--- src/logic/rtu_defs.svh ---
// Purpose: Constants for the RTU serial slave interpreter
// Assumes: 125 MHz system clock
// Notes: Baud figures in bits per second, counts derived in the module
`ifndef RTU_DEFS_SVH
`define RTU_DEFS_SVH
`define CLK_HZ 125000000
`define BAUD_0 4800
`define BAUD_1 9600
`define BAUD_2 19200
`define BAUD_3 38400
`define BAUD_4 57600
`define BAUD_5 115200
`define GAP_CHARS 4
`define MAX_WORDS 16
`define CMD_READ 8'h03
`define CMD_WR1 8'h06
`define CMD_WRN 8'h10
`define EXC_FLAG 8'h80
`define EXC_FUNC 8'h01
`define EXC_ADDR 8'h02
`define EXC_VALUE 8'h03
`define CRC_INIT 16'hFFFF
`define CRC_POLY 16'hA001
`define FB_DEPTH 48
`define TB_DEPTH 37
`define LEN_SHORT 6'h08
`define LEN_WRN_HDR 6'h09
`define MIN_FRAME 6'h04
`endif

--- src/logic/rtu_pkg.sv ---
// Purpose: Types shared by the RTU serial slave interpreter
// Assumes: Nothing beyond the constants header
// Notes: Settings and word-store requests travel as packed structs
package rtu_pkg;
    typedef struct packed {
        logic [7:0] station;
        logic [2:0] baud_sel;
        logic [2:0] char_fmt;
    } cfg_t;
    typedef struct packed {
        logic valid;
        logic we;
        logic [15:0] addr;
        logic [15:0] wdata;
    } word_req_t;
    typedef enum logic [1:0] {RX_IDLE, RX_START, RX_BITS} rx_state_t;
    typedef enum logic [1:0] {ST_RX, ST_EXEC, ST_TX} main_state_t;
endpackage

--- src/logic/rtu_serial_slave_interpreter.sv ---
// Purpose: RTU slave: frames, checks and executes word requests on RS485
// Assumes: CFG and word store are on CLK_SYS; store answers combinationally
// Notes: Bad check value or foreign station: frame dropped silently
`timescale 1ns/10ps
`include "rtu_defs.svh"
module rtu_serial_slave_interpreter
    import rtu_pkg::*;
#(
    parameter int CLK_FREQ_HZ = `CLK_HZ
) (
    // Clock and reset
    input wire logic CLK_SYS,
    input wire logic SRST,
    // Settings
    input wire cfg_t CFG,
    // RS485 line
    input wire logic RX_PIN,
    output logic TX_PIN,
    output logic TX_EN,
    // Word store
    output word_req_t WORD_REQ,
    input wire logic [15:0] WORD_RDATA,
    input wire logic WORD_ADDR_OK
);
    // Merge one byte into the check accumulator
    function automatic logic [15:0] crc_step(input logic [15:0] c, input logic [7:0] b);
        logic [15:0] r;
        r = c ^ {8'h00, b};
        for (int i = 0; i < 8; i++) begin
            r = r[0] ? ((r >> 1) ^ `CRC_POLY) : (r >> 1);
        end
        return r;
    endfunction

    // Clock cycles per bit for a rate selection
    function automatic logic [19:0] baud_div(input logic [2:0] sel);
        case (sel)
            3'h0: baud_div = 20'(CLK_FREQ_HZ / `BAUD_0);
            3'h1: baud_div = 20'(CLK_FREQ_HZ / `BAUD_1);
            3'h3: baud_div = 20'(CLK_FREQ_HZ / `BAUD_3);
            3'h4: baud_div = 20'(CLK_FREQ_HZ / `BAUD_4);
            3'h5: baud_div = 20'(CLK_FREQ_HZ / `BAUD_5);
            default: baud_div = 20'(CLK_FREQ_HZ / `BAUD_2);
        endcase
    endfunction

    logic [1:0] rx_sync_reg;
    logic rx_s;
    logic [19:0] div;
    logic par_en, par_odd, stop2;
    logic [3:0] tx_nbits;
    logic [23:0] gap_lim;
    rx_state_t rxs_reg, rxs_next;
    logic [19:0] rcnt_reg, rcnt_next;
    logic [3:0] rbit_reg, rbit_next;
    logic [7:0] rsh_reg, rsh_next;
    logic rpar_reg, rpar_next, byte_v_reg, byte_v_next, byte_err_reg, byte_err_next;
    logic [23:0] gap_reg, gap_next;
    logic fend_reg, fend_next;
    main_state_t ms_reg, ms_next;
    logic [7:0] fb_reg [`FB_DEPTH];
    logic [7:0] fb_next [`FB_DEPTH];
    logic [7:0] tb_reg [`TB_DEPTH];
    logic [7:0] tb_next [`TB_DEPTH];
    logic [5:0] flen_reg, flen_next, tlen_reg, tlen_next, tidx_reg, tidx_next;
    logic fbad_reg, fbad_next;
    logic [15:0] crc_reg, crc_next, crc1_reg, crc1_next, crc2_reg, crc2_next;
    logic [4:0] widx_reg, widx_next, wcnt_reg, wcnt_next;
    word_req_t req_reg, req_next;
    logic [11:0] tsh_reg, tsh_next;
    logic [3:0] tbits_reg, tbits_next;
    logic [19:0] tcnt_reg, tcnt_next;
    logic de_reg, de_next;
    logic [7:0] cmd, exc, tx_byte;
    logic [15:0] cnt16;
    logic [5:0] wofs;
    logic frame_ok, go_tx, tx_load;

    // Line synchroniser, first stage read only by the second
    always_ff @(posedge CLK_SYS) begin
        if (SRST) begin
            rx_sync_reg <= 2'b11;
        end else begin
            rx_sync_reg <= {rx_sync_reg[0], RX_PIN};
        end
    end

    // Settings decode
    assign rx_s = rx_sync_reg[1];
    assign div = baud_div(CFG.baud_sel);
    assign par_en = (CFG.char_fmt == 3'h1) || (CFG.char_fmt == 3'h2) ||
                    (CFG.char_fmt == 3'h4) || (CFG.char_fmt == 3'h5);
    assign par_odd = (CFG.char_fmt == 3'h2) || (CFG.char_fmt == 3'h5);
    assign stop2 = (CFG.char_fmt >= 3'h3) && (CFG.char_fmt <= 3'h5);
    assign tx_nbits = 4'(10 + int'(par_en) + int'(stop2));
    assign gap_lim = 24'(`GAP_CHARS) * {20'h0_0000, tx_nbits} * {4'h0, div};

    // Receiver: character deframing and silence timer
    always_comb begin
        rxs_next = rxs_reg;
        rcnt_next = rcnt_reg;
        rbit_next = rbit_reg;
        rsh_next = rsh_reg;
        rpar_next = rpar_reg;
        byte_v_next = 1'b0;
        byte_err_next = byte_err_reg;
        gap_next = gap_reg;
        fend_next = 1'b0;
        case (rxs_reg)
            RX_IDLE: begin
                if (!rx_s && ms_reg == ST_RX) begin
                    rxs_next = RX_START;
                    rcnt_next = div >> 1;
                end
            end
            RX_START: begin
                if (rcnt_reg != 20'h0_0000) begin
                    rcnt_next = rcnt_reg - 20'h0_0001;
                end else if (rx_s) begin
                    rxs_next = RX_IDLE;
                end else begin
                    rxs_next = RX_BITS;
                    rcnt_next = div - 20'h0_0001;
                    rbit_next = 4'h0;
                    rpar_next = 1'b0;
                end
            end
            RX_BITS: begin
                if (rcnt_reg != 20'h0_0000) begin
                    rcnt_next = rcnt_reg - 20'h0_0001;
                end else begin
                    rcnt_next = div - 20'h0_0001;
                    rbit_next = rbit_reg + 4'h1;
                    if (rbit_reg < 4'h8) begin
                        rsh_next = {rx_s, rsh_reg[7:1]};
                        rpar_next = rpar_reg ^ rx_s;
                    end else if (rbit_reg == 4'h8 && par_en) begin
                        rpar_next = rpar_reg ^ rx_s;
                    end else begin
                        byte_v_next = 1'b1;
                        byte_err_next = !rx_s || (par_en && (rpar_reg != par_odd));
                        rxs_next = RX_IDLE;
                    end
                end
            end
            default: rxs_next = RX_IDLE;
        endcase
        if (rxs_reg != RX_IDLE || !rx_s || ms_reg != ST_RX) begin
            gap_next = 24'h00_0000;
        end else if (gap_reg < gap_lim) begin // No wrap if a format change shrinks the limit
            gap_next = gap_reg + 24'h00_0001;
            fend_next = (gap_reg + 24'h00_0001 == gap_lim);
        end
    end

    always_ff @(posedge CLK_SYS) begin
        if (SRST) begin
            rxs_reg <= RX_IDLE;
            rcnt_reg <= 20'h0_0000;
            rbit_reg <= 4'h0;
            rsh_reg <= 8'h00;
            rpar_reg <= 1'b0;
            byte_v_reg <= 1'b0;
            byte_err_reg <= 1'b0;
            gap_reg <= 24'h00_0000;
            fend_reg <= 1'b0;
        end else begin
            rxs_reg <= rxs_next;
            rcnt_reg <= rcnt_next;
            rbit_reg <= rbit_next;
            rsh_reg <= rsh_next;
            rpar_reg <= rpar_next;
            byte_v_reg <= byte_v_next;
            byte_err_reg <= byte_err_next;
            gap_reg <= gap_next;
            fend_reg <= fend_next;
        end
    end

    // Request fields and frame acceptance
    assign cmd = fb_reg[1];
    assign cnt16 = {fb_reg[4], fb_reg[5]};
    assign wofs = {widx_reg, 1'b0};
    assign frame_ok = !fbad_reg && flen_reg >= `MIN_FRAME && fb_reg[0] == CFG.station &&
                      {fb_reg[flen_reg - 6'h01], fb_reg[flen_reg - 6'h02]} == crc2_reg;
    assign tx_byte = (tidx_reg < tlen_reg) ? tb_reg[tidx_reg] :
                     (tidx_reg == tlen_reg) ? crc_reg[7:0] : crc_reg[15:8];

    // Frame assembly, execution and reply transmission
    always_comb begin
        ms_next = ms_reg;
        fb_next = fb_reg;
        tb_next = tb_reg;
        flen_next = flen_reg;
        fbad_next = fbad_reg;
        crc_next = crc_reg;
        crc1_next = crc1_reg;
        crc2_next = crc2_reg;
        tlen_next = tlen_reg;
        tidx_next = tidx_reg;
        widx_next = widx_reg;
        wcnt_next = wcnt_reg;
        req_next = req_reg;
        tsh_next = tsh_reg;
        tbits_next = tbits_reg;
        tcnt_next = tcnt_reg;
        de_next = de_reg;
        exc = 8'h00;
        go_tx = 1'b0;
        tx_load = 1'b0;
        case (ms_reg)
            ST_RX: begin
                if (byte_v_reg) begin
                    if (byte_err_reg || flen_reg == 6'(`FB_DEPTH)) begin
                        fbad_next = 1'b1;
                    end else begin
                        fb_next[flen_reg] = rsh_reg;
                        flen_next = flen_reg + 6'h01;
                        crc2_next = crc1_reg;
                        crc1_next = crc_reg;
                        crc_next = crc_step(crc_reg, rsh_reg);
                    end
                end
                if (fend_reg) begin
                    flen_next = 6'h00;
                    fbad_next = 1'b0;
                    crc_next = `CRC_INIT;
                    if (frame_ok) begin
                        tb_next[0] = CFG.station;
                        tb_next[1] = cmd;
                        for (int k = 2; k < 6; k++) begin
                            tb_next[k] = fb_reg[k];
                        end
                        widx_next = 5'h00;
                        wcnt_next = cnt16[4:0];
                        req_next.valid = 1'b1;
                        req_next.we = (cmd != `CMD_READ);
                        req_next.addr = {fb_reg[2], fb_reg[3]};
                        req_next.wdata = (cmd == `CMD_WR1) ? cnt16 : {fb_reg[7], fb_reg[8]};
                        if (cmd == `CMD_READ) begin
                            if (flen_reg != `LEN_SHORT || cnt16 == 16'h0000 ||
                                cnt16 > 16'(`MAX_WORDS)) begin
                                exc = `EXC_VALUE;
                            end
                            tb_next[2] = {cnt16[6:0], 1'b0};
                            tlen_next = 6'(3 + 2 * cnt16[4:0]);
                        end else if (cmd == `CMD_WR1) begin
                            if (flen_reg != `LEN_SHORT) begin
                                exc = `EXC_VALUE;
                            end
                            wcnt_next = 5'h01;
                            tlen_next = 6'h06;
                        end else if (cmd == `CMD_WRN) begin
                            if (cnt16 < 16'h0002 || cnt16 > 16'(`MAX_WORDS) ||
                                fb_reg[6] != {cnt16[6:0], 1'b0} ||
                                flen_reg != `LEN_WRN_HDR + {cnt16[4:0], 1'b0}) begin
                                exc = `EXC_VALUE;
                            end
                            tlen_next = 6'h06;
                        end else begin
                            exc = `EXC_FUNC;
                        end
                        if (exc == 8'h00) begin
                            ms_next = ST_EXEC;
                        end
                    end
                end
            end
            ST_EXEC: begin
                if (!WORD_ADDR_OK) begin
                    exc = `EXC_ADDR;
                end else begin
                    if (!req_reg.we) begin
                        tb_next[6'h03 + wofs] = WORD_RDATA[15:8];
                        tb_next[6'h04 + wofs] = WORD_RDATA[7:0];
                    end
                    if (widx_reg + 5'h01 == wcnt_reg) begin
                        req_next.valid = 1'b0;
                        go_tx = 1'b1;
                    end else begin
                        widx_next = widx_reg + 5'h01;
                        req_next.addr = req_reg.addr + 16'h0001;
                        req_next.wdata = {fb_reg[6'h09 + wofs], fb_reg[6'h0A + wofs]};
                    end
                end
            end
            ST_TX: begin
                if (tbits_reg == 4'h0) begin
                    if (tidx_reg == tlen_reg + 6'h02) begin
                        de_next = 1'b0;
                        ms_next = ST_RX;
                    end else begin
                        tx_load = 1'b1;
                        tidx_next = tidx_reg + 6'h01;
                        tbits_next = tx_nbits;
                        tcnt_next = div - 20'h0_0001;
                        tsh_next = {2'b11, par_en ? (^tx_byte ^ par_odd) : 1'b1, tx_byte, 1'b0};
                        if (tidx_reg < tlen_reg) begin
                            crc_next = crc_step(crc_reg, tx_byte);
                        end
                    end
                end else if (tcnt_reg == 20'h0_0000) begin
                    tsh_next = {1'b1, tsh_reg[11:1]};
                    tbits_next = tbits_reg - 4'h1;
                    tcnt_next = div - 20'h0_0001;
                end else begin
                    tcnt_next = tcnt_reg - 20'h0_0001;
                end
            end
            default: ms_next = ST_RX;
        endcase
        if (exc != 8'h00) begin
            tb_next[1] = cmd | `EXC_FLAG;
            tb_next[2] = exc;
            tlen_next = 6'h03;
            req_next.valid = 1'b0;
            go_tx = 1'b1;
        end
        if (go_tx) begin
            ms_next = ST_TX;
            crc_next = `CRC_INIT;
            tidx_next = 6'h00;
            de_next = 1'b1;
        end
    end

    always_ff @(posedge CLK_SYS) begin
        fb_reg <= fb_next;
        tb_reg <= tb_next;
        if (SRST) begin
            ms_reg <= ST_RX;
            flen_reg <= 6'h00;
            fbad_reg <= 1'b0;
            crc_reg <= `CRC_INIT;
            crc1_reg <= `CRC_INIT;
            crc2_reg <= `CRC_INIT;
            tlen_reg <= 6'h00;
            tidx_reg <= 6'h00;
            widx_reg <= 5'h00;
            wcnt_reg <= 5'h00;
            req_reg <= '0;
            tsh_reg <= 12'hFFF;
            tbits_reg <= 4'h0;
            tcnt_reg <= 20'h0_0000;
            de_reg <= 1'b0;
        end else begin
            ms_reg <= ms_next;
            flen_reg <= flen_next;
            fbad_reg <= fbad_next;
            crc_reg <= crc_next;
            crc1_reg <= crc1_next;
            crc2_reg <= crc2_next;
            tlen_reg <= tlen_next;
            tidx_reg <= tidx_next;
            widx_reg <= widx_next;
            wcnt_reg <= wcnt_next;
            req_reg <= req_next;
            tsh_reg <= tsh_next;
            tbits_reg <= tbits_next;
            tcnt_reg <= tcnt_next;
            de_reg <= de_next;
        end
    end

    // Outputs straight from flops
    assign TX_PIN = tsh_reg[0];
    assign TX_EN = de_reg;
    assign WORD_REQ = req_reg;

    // Checks on line, checksum and reply layout
    a_line_idle_high: assert property (@(posedge CLK_SYS) disable iff (SRST)
        !TX_EN |-> TX_PIN) else $error("line driven low while released");
    a_drive_tx_only: assert property (@(posedge CLK_SYS) disable iff (SRST)
        (ms_reg == ST_TX && $past(ms_reg) == ST_TX) |-> TX_EN)
        else $error("transmitter off during reply");
    a_release_after: assert property (@(posedge CLK_SYS) disable iff (SRST)
        (ms_reg == ST_TX ##1 ms_reg == ST_RX) |-> !TX_EN)
        else $error("transmitter held after reply");
    a_word_bound: assert property (@(posedge CLK_SYS) disable iff (SRST)
        WORD_REQ.valid |-> (widx_reg < wcnt_reg && wcnt_reg <= 5'h10))
        else $error("word access beyond count");
    a_crc_preset: assert property (@(posedge CLK_SYS) disable iff (SRST)
        fend_reg |=> crc_reg == `CRC_INIT) else $error("check not preset");
    a_foreign_quiet: assert property (@(posedge CLK_SYS) disable iff (SRST)
        (fend_reg && fb_reg[0] != CFG.station) |=> ms_reg == ST_RX [*2])
        else $error("reacted to foreign station");
    a_read_bytes: assert property (@(posedge CLK_SYS) disable iff (SRST)
        (ms_reg == ST_TX && tb_reg[1] == `CMD_READ) |->
        (tb_reg[2] == {2'b00, wcnt_reg, 1'b0} && tlen_reg == 6'h03 + tb_reg[2][5:0]))
        else $error("read reply byte count wrong");
    a_echo_len: assert property (@(posedge CLK_SYS) disable iff (SRST)
        (ms_reg == ST_TX && (tb_reg[1] == `CMD_WRN || tb_reg[1] == `CMD_WR1)) |->
        (tlen_reg == 6'h06 && tb_reg[4] == fb_reg[4] && tb_reg[5] == fb_reg[5]))
        else $error("write echo wrong");
    a_err_flag: assert property (@(posedge CLK_SYS) disable iff (SRST)
        (ms_reg == ST_TX && tlen_reg == 6'h03) |-> (tb_reg[1][7] && tb_reg[2] != 8'h00))
        else $error("error reply malformed");
    a_crc_low_first: assert property (@(posedge CLK_SYS) disable iff (SRST)
        (tx_load && tidx_reg == tlen_reg) |-> ##1 (tsh_reg[8:1] == $past(crc_reg[7:0])))
        else $error("check low byte not first");
endmodule

--- config.mk ---
export PLATFORM = sky130hd
export DESIGN_NAME = rtu_serial_slave_interpreter
export DESIGN_NICKNAME = d
export VERILOG_FILES = /design/src/logic/rtu_pkg.sv /design/src/logic/rtu_serial_slave_interpreter.sv
export VERILOG_INCLUDE_DIRS = /design/src /design/src/logic
export SDC_FILE = /design/constraint.sdc
export NUM_CORES = 2
export LEC_CHECK = 0
export BUFFER_PORTS_ARGS = -buffer_cell sky130_fd_sc_hd__buf_2
export CAP_MARGIN = 20
export CORE_ASPECT_RATIO = 1.2
export CORE_MARGIN = 10
export CORE_UTILIZATION = 45
export DETAILED_ROUTE_END_ITERATION = 16
export PLACE_DENSITY = 0.56
export SLEW_MARGIN = 20
export SYNTH_ARGS = -nofsm -noshare
export SYNTH_HDL_FRONTEND = slang
export SYNTH_SLANG_ARGS = --single-unit
--- constraint.sdc ---
create_clock -name CLK_SYS -period 14 [get_ports CLK_SYS]
set_input_delay 1.4 -clock CLK_SYS [delete_from_list [all_inputs] [get_ports CLK_SYS]]
set_output_delay 1.4 -clock CLK_SYS [all_outputs]
set_load 0.03 [all_outputs]
==> run metrics <==
remaining global-route overflow=0; Post-Synth Adder-Cell Area=roughly 3.2%; Post-Syn Area per Cell=around 13 µm²; fin nets=roughly 3800; final design utilization=around half; Rows=about 130; overall power=between 5000 and 6000 µW; H-tree depth=3; clk_lat worst skew=between 0.7 and 0.8 ns; Setup violations, final=0; Placeable Area=~110000 µm²; number of global-route vias before repair=31944; DRC Markers=0; share of cells above drive strength 1=20.8%; slowest stage delay, CP=1.08 ns; Routability Congestion=between 1 and 1.5; Slew Viols, Final=0; Post-CTS Setup Bufs=0; die area=between 100000 and 150000 µm²; Crit Reg-Reg Endpoint=ms_reg[0]; PostCTS Resize Cnt=0; Iteration-0 DRC Markers=between 4000 and 5000; Worst slew margin=roughly a fifth; hold buffers post-CTS=0; post-DP HPWL=about 110 mm; Antenna diodes=0; Largest register FFs=360; syn nets=approximately 3800; CTS tree=yes; Max-Cap Viols=0; routed len/inst=31.1 µm; R2R setup slack=6.07 ns; Ports=70; status=completed; post-route ant nets=0; Hold Path Depth=1; Post-Route WL=approximately 160 mm; slowest CP cell=ha_4; CP Launch Type=flip-flop; non-filler instance count after layout=~5000; setup_tns=0 ns; Max Freq=between 100 and 150 MHz; DRT Pass-1 Iters=6; worst vdd ir=roughly 87 µV; Hold Crit Class=flip-flop to flip-flop; die width=~320 µm; sequential share of the synthesized area=around 51%; post-layout min period=7.93 ns; CP arrival=about 8.5 ns; Vias/cell=between 6 and 7; Fin. Hold Viols=0; Yosys reg bits=roughly 890; period utilization=56.7%; Worst-Margin Slew=about 1.2 ns; Post-Synthesis Cell Area=about 48000 µm²; worst-path fanout max=between 40 and 50; I/O Buffers=69; first-pass GRT wire length=between 200 and 250 mm; Required @ worst endpoint=roughly 15 ns; Synth Area in Compound Gates=~7.4%; WP buf/inv=3; Syn-to-layout area delta=10.2%; Cell variety after synth=85; Worst setup EP type=flip-flop; Hold Path Sink=rx_sync_reg[1]; CP top delay family=multiplexers; GRT Resource Usage Total=26.1%; Worst Skew=approximately 0.033 ns; Synth Area in XOR/XNOR=4.09%; Root Driver=clkbuf_16; multiplexer share of the synthesized area=a little over a fifth; Critical Path, Cell by Cell=clkinv_1, ha_4, buf_4, mux4_2, mux4_2, mux2i_1, o22ai_1, xor2_1, a2111oi_2, nand4_2, nor2_2, a211oi_2, buf_4, nor3b_1; Clock Sink Count=between 800 and 900; Initial Util=a little under half; initial antenna violation count=2; async set-or-reset flop fraction in the synthesized netlist=0%; Worst-path clk slew=around 0.07 ns; largest net degree at the start of global routing=roughly 120; simple-gate share of the synthesized area=approximately 9.2%; synth warn=0; number of enable flip-flop cells after synthesis=~680; top cell type's share of synthesized area=between 40% and 50%; hold_sp=rx_sync_reg[0]; Post-Synthesis Cells=between 3000 and 4000; Setup CP Type=flip-flop to flip-flop; overall die height=about 380 µm; via count=32798; Pwr Density=roughly 110 nW/µm²; post-synth top area cell=edfxtp_1; predominant post-synthesis flop cell=edfxtp_1; largest family of logic cells by synthesized area=multiplexers; WP depth=14; worst r2r path cells=14; Max Root-Sink Buffers=3; top post-synthesis cells by area=edfxtp_1 42%, mux4_2 19%, dfxtp_1 8.8%; RSZ-0062 raised after global routing=false; RR Startpoint=flen_reg[1]; Pleak=0.0177 µW; Num CTS Buffers=94; DP Cell Count=around 4900
[worst max-delay path by stage]
stage | startpoint | end | slack [ns]
final | flen_reg[1] | ms_reg[0] | 6.07
after global routing | CFG[0] | fend_reg | 5.51
after CTS | flen_reg[0] | tb_reg[275] | 6.21
after detailed placement | CFG[0] | fend_reg | 5.56
after global placement | CFG[0] | fend_reg | 5.76
after floorplan | CFG[0] | gap_reg[11] | 6.44
[synth_stat cells (7+ instances only)]
master and number:
o21ai_0 150, fa_1 24, nor3b_1 11, nand2_1 361
or3_1 13, nor3_1 55, o21a_1 24, inv_1 113
xnor3_1 7, o211ai_1 25, clkbuf_1 160, o22ai_1 28
nand3_1 86, a21o_1 21, mux2_2 19, a21oi_1 95
nor2_1 282, nor2b_1 14, o31ai_1 7, a311oi_1 7
nor4_1 25, nand2b_1 14, buf_1 30, edfxtp_1 679
and3_1 21, mux2i_1 115, a31oi_1 38, buf_2 52
a211oi_1 18, nand4_1 30, and2_1 22, a22o_1 22
o221ai_1 11, a22oi_1 28, ha_1 85, mux4_2 410
xor2_1 98, xnor2_1 109, dfxtp_1 213, or2_2 12
[cell families after synthesis]
logic type	count (synthesis)
other	1
xor gates and xnor gates	214
DFF	892
buffers and inverters	361
adders and majority gates	109
muxes	544
and+or+nand+nor	981
AOI/OAI and AO/OA	551
[placed cells by master (no fill, tap or decap), drive strengths merged, types with 86 or more instances in the layout]
cell type,count
xor2,98
o21ai,157
clkbuf,118
buf,139
mux2i,115
nand3,86
dfxtp,213
nand2,361
edfxtp,679
a21oi,95
nor2,283
xnor2,109
mux4,410
inv,118
[per-layer routing]
layer	part of all wire [%]	GRT usage, %	vias up	wire length [µm]
li1	-	-	14106	-
met1	38	33.1	16703	61200
met2	47	42.2	1644	75100
met3	8.1	4.76	343	12900
met4	6.3	14.5	2	10100
met5	0.0082	0	-	13
[area by class of cell]
class                      instances  area, µm²
clock inverter                    55        587
timing repair buffer             139        886
inverter                         116        435
fill                            9104      53200
clock buffer                     118       2490
tap                             1396       1750
multi-input combinational       2400      22300
sequential                       892      24700
[per-stage QoR]
stage | hold slack, ns | worst slack, ns | area [µm²]
2_1_floorplan | 0.389 | 6.44 | 48200
3_3_place_gp | 0.393 | 5.76 | 50000
3_5_place_dp | 0.393 | 5.56 | 50000
4_1_cts | 0.407 | 6.21 | 53100
5_1_grt | 0.420 | 5.51 | 53100
6_report | 0.406 | 6.07 | 53100
[power breakdown]
part / switching [µW] / internal, µW / total [µW]
sequential: 7.21 / 2830 / 2830
clock: 1110 / 1440 / 2550
combinational: 278 / 187 / 465
total: 1390 / 4450 / 5840
No activity file was read; power rests on OpenSTA's default activity.
